[config.mk]
export PLATFORM = sky130hd
export DESIGN_NAME = tpcg_top
export DESIGN_NICKNAME = d
export VERILOG_FILES = /design/src/hw/tpcg_pkg.sv /design/src/hw/tpcg_sync2.sv /design/src/hw/tpcg_top.sv
export SDC_FILE = /design/constraint.sdc
export NUM_CORES = 1
export LEC_CHECK = 0
export BUFFER_PORTS_ARGS = -buffer_cell sky130_fd_sc_hd__buf_2
export CORE_MARGIN = 2
export CORE_UTILIZATION = 53
export CTS_CLUSTER_DIAMETER = 80
export DETAILED_ROUTE_END_ITERATION = 10
export PLACE_DENSITY = 0.86
export SLEW_MARGIN = 20
export SYNTH_ARGS = -nofsm -noshare
export SYNTH_HDL_FRONTEND = slang
export SYNTH_SLANG_ARGS = --single-unit
export TNS_END_PERCENT = 30
[constraint.sdc]
create_clock -name i_clk_sys -period 0.8 [get_ports i_clk_sys]
set_clock_uncertainty 0.15 [all_clocks]
set_input_delay 0.16 -clock i_clk_sys [delete_from_list [all_inputs] [get_ports i_clk_sys]]
set_output_delay 0.16 -clock i_clk_sys [all_outputs]
set_load 0.02 [all_outputs]
[src/hw/tpcg_pkg.sv]
/*
 * Shared constants for the two-phase clock generator: divider length,
 * phase decode positions and reset values.
 * Assumes a single oscillator clock drives every flip-flop.
 */
package tpcg_pkg;

    // ------------------------------------------------------------------
    // Divider
    // ------------------------------------------------------------------
    localparam int unsigned DIV_RATIO      = 9;
    localparam int unsigned CNT_W          = 4;
    localparam logic [3:0]  CNT_RESET      = 4'h0;
    localparam logic [3:0]  CNT_LAST       = 4'h8;

    // ------------------------------------------------------------------
    // Phase decode positions within the nine-count cycle
    // ------------------------------------------------------------------
    localparam logic [3:0]  PH1_FIRST      = 4'h0;
    localparam int unsigned PH1_WIDTH      = 2;
    localparam logic [3:0]  PH2_FIRST      = 4'h2;
    localparam int unsigned PH2_WIDTH      = 5;
    localparam logic [3:0]  EARLY_PH1_CNT  = 4'h0;
    localparam logic [3:0]  DLY_PH2_CNT    = 4'h3;

endpackage

[src/hw/tpcg_sync2.sv]
/*
 * Two-stage level synchroniser with constant reset value.
 * Assumes the input may change at any time relative to the clock.
 */
`timescale 1ns/1ps
module tpcg_sync2
#(
    parameter logic RESET_VAL = 1'b0
)
(
    // Clock and reset
    input  wire logic i_clk_sys,
    input  wire logic i_rst_b,
    // Data
    input  wire logic i_d,
    output logic      o_q
);

    logic meta;
    logic next_meta;
    logic next_q;

    always_comb
    begin
        next_meta = i_d;
        next_q    = meta;
    end

    always_ff @(posedge i_clk_sys or negedge i_rst_b)
    begin
        if (!i_rst_b)
        begin
            meta <= RESET_VAL;
            o_q  <= RESET_VAL;
        end
        else
        begin
            meta <= next_meta;
            o_q  <= next_q;
        end
    end

endmodule

[src/hw/tpcg_top.sv]
/*
 * Two-phase clock generator: divide-by-nine counter, two non-overlapping
 * phase outputs, a logic-level copy of phase two, status strobe gating,
 * and reset/ready synchronisers clocked on the delayed phase-two tick.
 * Every output comes from a flip-flop clocked by i_clk_sys.
 * Assumes i_clk_sys is the oscillator; pin inputs are asynchronous and
 * pass two flip-flops before any logic reads them.
 */
// How it works
// - Processor cycle equals nine oscillator periods from a nine-state counter.
// - Phase one is high two oscillator periods every nine.
// - Phase two is high five periods, starting two after phase one.
// - Logic-level phase two copy matches phase two exactly.
// - Status strobe is sync gated by the early first-phase timing signal.
// - Active reset input also asserts the status strobe.
// - Reset input is registered on the delayed phase-two tick to processor.
// - Ready input is registered on the delayed phase-two tick to processor.
// - Status strobe is active low via a NOR of both paths.
`timescale 1ns/1ps
module tpcg_top
    import tpcg_pkg::*;
#(
    parameter int unsigned DIV = tpcg_pkg::DIV_RATIO
)
(
    // Clock and reset
    input  wire logic i_clk_sys,
    input  wire logic i_rst_b,
    // Processor and system pins
    input  wire logic i_sync,
    input  wire logic i_reset_in_b,
    input  wire logic i_ready_in,
    // Clock outputs
    output logic      o_phase1,
    output logic      o_phase2,
    output logic      o_phase2_ttl,
    // Processor control
    output logic      o_status_strobe_b,
    output logic      o_cpu_reset,
    output logic      o_cpu_ready
);
    import tpcg_pkg::*;

    // ------------------------------------------------------------------
    // Reset release
    // ------------------------------------------------------------------
    // The system reset takes effect at once but leaves on a clock edge, so
    // no flip-flop sees its release close to the clock. The rest of the
    // block uses only this released copy.
    logic rst_meta;
    logic rst_sync_b;
    logic next_rst_meta;
    logic next_rst_sync_b;

    always_comb
    begin
        next_rst_meta   = 1'b1;
        next_rst_sync_b = rst_meta;
    end

    always_ff @(posedge i_clk_sys or negedge i_rst_b)
    begin
        if (!i_rst_b)
        begin
            rst_meta   <= 1'b0;
            rst_sync_b <= 1'b0;
        end
        else
        begin
            rst_meta   <= next_rst_meta;
            rst_sync_b <= next_rst_sync_b;
        end
    end

    // ------------------------------------------------------------------
    // Pin synchronisers
    // ------------------------------------------------------------------
    // Each pin passes two flip-flops, which adds two cycles from pin to
    // strobe, reset and ready.
    logic sync_s;
    logic reset_in_b_s;
    logic ready_in_s;

    tpcg_sync2 #(.RESET_VAL(1'b0)) u_sync_sync
    (
        .i_clk_sys (i_clk_sys),
        .i_rst_b   (rst_sync_b),
        .i_d       (i_sync),
        .o_q       (sync_s)
    );

    tpcg_sync2 #(.RESET_VAL(1'b0)) u_sync_reset
    (
        .i_clk_sys (i_clk_sys),
        .i_rst_b   (rst_sync_b),
        .i_d       (i_reset_in_b),
        .o_q       (reset_in_b_s)
    );

    tpcg_sync2 #(.RESET_VAL(1'b0)) u_sync_ready
    (
        .i_clk_sys (i_clk_sys),
        .i_rst_b   (rst_sync_b),
        .i_d       (i_ready_in),
        .o_q       (ready_in_s)
    );

    // ------------------------------------------------------------------
    // Divider and phase decode
    // ------------------------------------------------------------------
    // True while count c lies in the window of width slots from first.
    function automatic logic in_window(input logic [3:0] c, input logic [3:0] first,
                                       input int unsigned width);
        logic [4:0] last;
        last = 5'(first) + 5'(width);
        return (5'(c) >= 5'(first)) && (5'(c) < last);
    endfunction

    // True when count c sits on one chosen slot of the cycle.
    function automatic logic at_slot(input logic [3:0] c, input logic [3:0] slot);
        return c == slot;
    endfunction

    logic [3:0] cnt;
    logic [3:0] next_cnt;
    logic       ph1;
    logic       ph2;
    logic       delayed_second_phase_tick;
    logic       next_ph1;
    logic       next_ph2;
    logic       next_dly;
    logic       early_first_phase_gate;

    // Outputs are decoded from next_cnt so they change on the same edge as
    // the count; every phase pin then comes straight from a flip-flop.
    // A DIV other than nine would need new decode positions as well.
    always_comb
    begin
        next_cnt = at_slot(cnt, 4'(DIV - 1)) ? CNT_RESET : cnt + 4'h1;
        next_ph1   = in_window(next_cnt, PH1_FIRST, PH1_WIDTH);
        next_ph2   = in_window(next_cnt, PH2_FIRST, PH2_WIDTH);
        next_dly   = at_slot(next_cnt, DLY_PH2_CNT);
        // The early gate decodes the coming count, so the strobe flip-flop
        // falls on the same edge that raises phase one.
        early_first_phase_gate = at_slot(next_cnt, EARLY_PH1_CNT);
    end

    // Starting from the last state makes phase one rise on the first edge
    // after the internal reset is released.
    always_ff @(posedge i_clk_sys or negedge rst_sync_b)
    begin
        if (!rst_sync_b)
        begin
            cnt                       <= CNT_LAST;
            ph1                       <= 1'b0;
            ph2                       <= 1'b0;
            delayed_second_phase_tick <= 1'b0;
        end
        else
        begin
            cnt                       <= next_cnt;
            ph1                       <= next_ph1;
            ph2                       <= next_ph2;
            delayed_second_phase_tick <= next_dly;
        end
    end

    // ------------------------------------------------------------------
    // Status strobe and synchronised processor controls
    // ------------------------------------------------------------------
    logic       strobe_b;
    logic       next_strobe_b;
    logic       cpu_reset;
    logic       next_cpu_reset;
    logic       cpu_ready;
    logic       next_cpu_ready;
    logic       reset_active;

    // Reset and ready are taken only on the delayed phase-two tick, so the
    // processor sees them settled well before phase two falls.
    always_comb
    begin
        reset_active   = !reset_in_b_s;
        // Strobe low on sync in the early phase-one slot, or while reset.
        next_strobe_b  = !((sync_s && early_first_phase_gate)
                           || reset_active);
        next_cpu_reset = cpu_reset;
        next_cpu_ready = cpu_ready;
        if (delayed_second_phase_tick)
        begin
            next_cpu_reset = reset_active;
            next_cpu_ready = ready_in_s;
        end
    end

    // The strobe idles high and the processor stays in reset until a tick.
    always_ff @(posedge i_clk_sys or negedge rst_sync_b)
    begin
        if (!rst_sync_b)
        begin
            strobe_b  <= 1'b1;
            cpu_reset <= 1'b1;
            cpu_ready <= 1'b0;
        end
        else
        begin
            strobe_b  <= next_strobe_b;
            cpu_reset <= next_cpu_reset;
            cpu_ready <= next_cpu_ready;
        end
    end

    // ------------------------------------------------------------------
    // Outputs
    // ------------------------------------------------------------------
    // Phase two and its logic-level copy share one flip-flop, so they can
    // never drift apart.
    assign o_phase1          = ph1;
    assign o_phase2          = ph2;
    assign o_phase2_ttl      = ph2;
    assign o_status_strobe_b = strobe_b;
    assign o_cpu_reset       = cpu_reset;
    assign o_cpu_ready       = cpu_ready;

endmodule

[After elaboration in Yosys (flattened, before gate mapping)]
Index checks and enable logic that the tools add are counted.
Cells by class
  $add $sub $neg: 1
  $lt $le $gt $ge: 3
  equality and inequality tests: 2
  multiplexer cells: 1
  reductions and logical operators: 6
Operators with widths (count)
  $add A4 B1 Y4 const B: 1
  $eq A4 B2 Y1 const B: 1
  $eq A4 B4 Y1 const B: 1
  $ge A4 B2 Y1 const B: 1
  $logic_not A4 Y1: 1
  $lt A4 B2 Y1 const B: 1
  $lt A4 B3 Y1 const B: 1
  $mux W4: 1
  $logic_and A1 B1 Y1: 2
  $logic_not A1 Y1: 2
  $logic_or A1 B1 Y1: 1
Storage, ports and cells
  register bits after elaboration: 18
  bits of input ports: 5
  output and inout bits: 6

[Logic depth before layout (Yosys ltp)]
  depth in word-level cells: 6
  depth in mapped cells: 5
  gate-level depth less buffers: 5

[By module]
From an unflattened synthesis, not the netlist that was laid out.
Second synthesis, totals
  cells, all modules: 51
  area total of the unflattened synthesis: 676.9 sq um
By module, submodules not included
  tpcg_top: instances 1, cells an instance 45, area an instance 526.8 sq um, sequential area each 304.0 sq um
  tpcg_sync2: instances 3, cells an instance 2, area an instance 50.0 sq um, sequential area each 50.0 sq um

[Worst setup path after synthesis]
OpenSTA, ideal clock, no wires.
  path kind: reg2reg
  start point: register cnt[0]
  end point: register ph2, in the netlist o_phase2
  setup time: 0.087 ns
  arrival: 1.265 ns
  data required time: 0.563 ns
  path slack: -0.702 ns
  stages on the path, launching flop included: 6
  clock period less this slack: 1.502 ns
  cells stage by stage: dfrtp_1 > inv_1 > ha_1 > a21bo_1 > o211a_1 > a211oi_2
On the way
  word-level cells in the longest chain between the ends: 4
  elaborated cells between the ends (all ways): 6
RTL lines
  from (decl): line tpcg_top.sv:124  | logic [3:0] cnt;
  from (signal assigned): line tpcg_top.sv:161  | cnt <= next_cnt;
  $add A4 B1 Y4 or $eq A4 B4 Y1 (tied branches): line tpcg_top.sv:139, tpcg_top.sv:121
  $mux W4 *: line tpcg_top.sv:139  | next_cnt = at_slot(cnt, 4'(DIV - 1)) ? CNT_RESET : cnt + 4'h1;
  $ge A4 B2 Y1 or $lt A4 B3 Y1 (tied branches): line tpcg_top.sv:116  | return (5'(c) >= 5'(first)) && (5'(c) < last);
  $logic_and A1 B1 Y1 *: line tpcg_top.sv:116
  via next_ph2: line tpcg_top.sv:130  | logic next_ph2;
  to (signal assigned): line tpcg_top.sv:163  | ph2 <= next_ph2;
  to (decl): line tpcg_top.sv:127  | logic ph2;
The timed path passes the listed nets; every way through them passes the cells marked *.
A chain may end at the register's enable or synchronous reset.

[Final worst setup path]
  start point: register cnt[1]
  end point: register ph2, in the netlist o_phase2
Same word-level chain as after synthesis.

==> run summary <==
outcome: finished, violations left
failing checks: setup timing
Worst Slack Setup Final: -0.6416 ns
Syn Nets: 67
count of final max-slew check failures: 0
critical path data required time: 0.87 ns
kind of start point of the critical path: register
Final setup violation count: 16
clock network fraction of total power: 30.4%
most frequent cells in the layout: 14 x dfrtp_1, 12 x buf_4, 8 x buf_2
r2r endpoint: o_phase2
Synth warnings: 0
routed via count: 542
total power consumption of the routed design: 0.001506 W
minimum period implied by the final worst setup slack: 1.442 ns
crit-path max FO: 4
number of hold violations in the final report: 0
number of buffer cells added on primary ports: 10
type of the setup path with the least slack: register to register
Post-Place Setup Slack: -0.6669 ns
leakage power total: 0.4966 nW
initial antenna violation count: 0
reg-to-reg critical path startpoint: cnt[1]
switching pwr: 0.0003193 W
fraction of the yosys area taken by sequential cells: 59.61%
half-perimeter wire length of the detailed placement result: 983.3 µm
highest clock frequency the design can meet: 693.7 MHz
top routing layer in use: met4
register with the most flip-flops: cnt
vias per std cell: 5.366
first-pass GRT wire length: 2573 µm
antenna violation net count after detailed routing: 0
CTS tree: done
netlist area before placement: 762.0 µm²
share of total power consumed by net switching: 21.21%
R2R Setup Slk: -0.64 ns
fraction of the core area covered by cells at the end of the flow: 81.58%
total length of routed met3 wires: 76 µm
area added between synthesis and finish: 41.05%
Wirelength per Cell: 15.21 µm
length of routed met2 wiring: 756 µm
grt ovf: 0
clock sinks: 18
clock latency at the later pin of the worst-skew pair: 0.29 ns
placer congestion estimate: 0.8530
root buffer selected by CTS: clkbuf_4
share of the cycle needed by the critical path after routing: 180.2%
number of ports placed on the die boundary: 11
number of buffers on the longest clock path: 2
number of buffers created by CTS: 3
Setup crit end kind: register
total of max-cap violations: 0
first drt pass iteration count: 4
Initial Utilization: 57.83%
count of routing violations after the opening detailed-route iteration: 13
GRT Util Overall: 21.08%
count of different cell masters after synthesis: 30
fillers: 71
clock transition at the registers of the reported paths: 0.09 ns
unrepaired setup endpoints after global routing: yes
worst supply voltage drop on vdd: 1.125 mV
number of instances in the synthesized netlist: 58
number of cells traversed by the worst register-to-register path: 5
Fin Hold WS: 0.03827 ns
net total in the final layout: 96
most common cell after layout, fill and taps aside: dfrtp_1
average cell area after synthesis: 13.14 µm²
worst setup path startpoint: cnt[1]
count of inserted antenna diode cells: 0
crit path DAT: 1.51 ns
class of the most critical hold timing path: input port to asynchronous set/reset pin
Combinational Power Share: 6.1%
P per Cell Area: 1401 nW/µm²
core area: 1318 µm²
count of standard-cell rows: 13
flip-flop count of the largest register, all copies and words added: 4
height of the die: 41.92 µm
fraction of power consumed by sequential logic: 63.5%
vias in the first global route: 535
proportion of layout cells with a drive suffix above 1: 52.33%
internal power: 0.001186 W
Yosys reg bits: 18
pin count of the biggest net entering global routing: 17
detailed-routing wirelength on met1: 645 µm
floorplan die width: 41.92 µm
count of unresolved DRC violations after routing: 0
full die area: 1757 µm²
H-Tree Depth: 1
drt total wl: 1536 µm
[metrics by stage]
step / area [µm²] / setup TNS [ns] / instances
2_1_floorplan: 764.5 / -4.321 / 58
6_report: 1075 / -6.459 / 101
3_3_place_gp: 883.3 / -4.047 / 89
3_5_place_dp: 883.3 / -4.457 / 89
4_1_cts: 1010 / -6.228 / 99
5_1_grt: 1075 / -7.176 / 101
[synth_stat cells]
master	count	area, µm²
o21bai_1	1	7.510
o211a_1	2	20.02
buf_4	1	7.510
nand2_1	1	3.750
mux2_2	1	11.26
and4b_1	1	10.01
nand3b_1	1	7.510
o221ai_1	2	17.52
a21oi_1	1	5.000
and2_1	2	12.51
buf_6	2	22.52
o21ai_1	1	5.000
dfstp_2	3	78.83
conb_1	1	3.750
mux2i_1	1	10.01
o21ai_0	1	5.000
nor2_1	3	11.26
a211oi_2	1	12.51
a31oi_1	1	6.260
or2b_1	1	7.510
nand2b_1	1	6.260
dfrtp_1	15	375.4
nand4_1	1	6.260
a21bo_1	1	10.01
inv_1	4	15.01
nand4b_1	1	8.760
ha_1	4	50.05
and2_2	1	7.510
a21boi_0	1	7.510
a21bo_2	1	10.01
[logic make-up after synthesis]
kind of cell	count (synthesis)	share of synthesized area, %
buffers and inverters	7	5.911
AO/OA/AOI/OAI	13	13.96
AND/OR/NAND/NOR	13	10.67
flip-flops	18	59.61
multiplexers	2	2.791
adder cells (fa/ha/maj)	4	6.568
other	1	0.4921
[final cells by class]
type / count / area, µm² / area share, %
timing repair buffer: 27 / 212.7 / 19.79
sequential: 18 / 455.4 / 42.37
tap: 15 / 18.77 / 1.746
clock buffer: 4 / 26.28 / 2.445
multi-input combinational: 33 / 346.6 / 32.25
inverter: 4 / 15.01 / 1.397
[power by group through the flow]
stage / combinational (W) / sequential, W / clock, W
CTS: 0.0000882 / 0.000955 / 0.000465
floorplan: 0.0000113 / 0.000988 / 0
global route: 0.000100 / 0.000957 / 0.000508
detailed placement: 0.0000672 / 0.000971 / 0
global placement: 0.0000641 / 0.000968 / 0
finish: 0.0000924 / 0.000956 / 0.000458
[routing by layer]
metal  vias up  track usage (%)
met5         -                0
li1        256                -
met4         0            13.55
met3         6            8.261
met2        19            32.19
met1       261            24.44
[worst max-delay path by stage]
stage and to:
2_1_floorplan o_phase2, 3_3_place_gp o_status_strobe_b, 3_5_place_dp o_status_strobe_b, 4_1_cts o_phase2, 5_1_grt o_phase2, 6_report o_phase2
[critical path, cell delays in order (launching register included)]
cell      delay, ns
dfrtp_1        0.43
inv_2          0.08
ha_4           0.17
a21bo_1        0.18
o211a_1        0.21
a211oi_2       0.14
[what timing repair did]
item / 4_1_cts / 5_1_grt
pin swaps: 3 / 7
endpoints found under the setup margin: 16 / 16
buffers inserted: 2 / 2
resized for setup: 15 / 8
hold buffers: 4 / 0
endpoints found under the hold margin: 5 / 0
No activity file was read; power rests on OpenSTA's default activity.
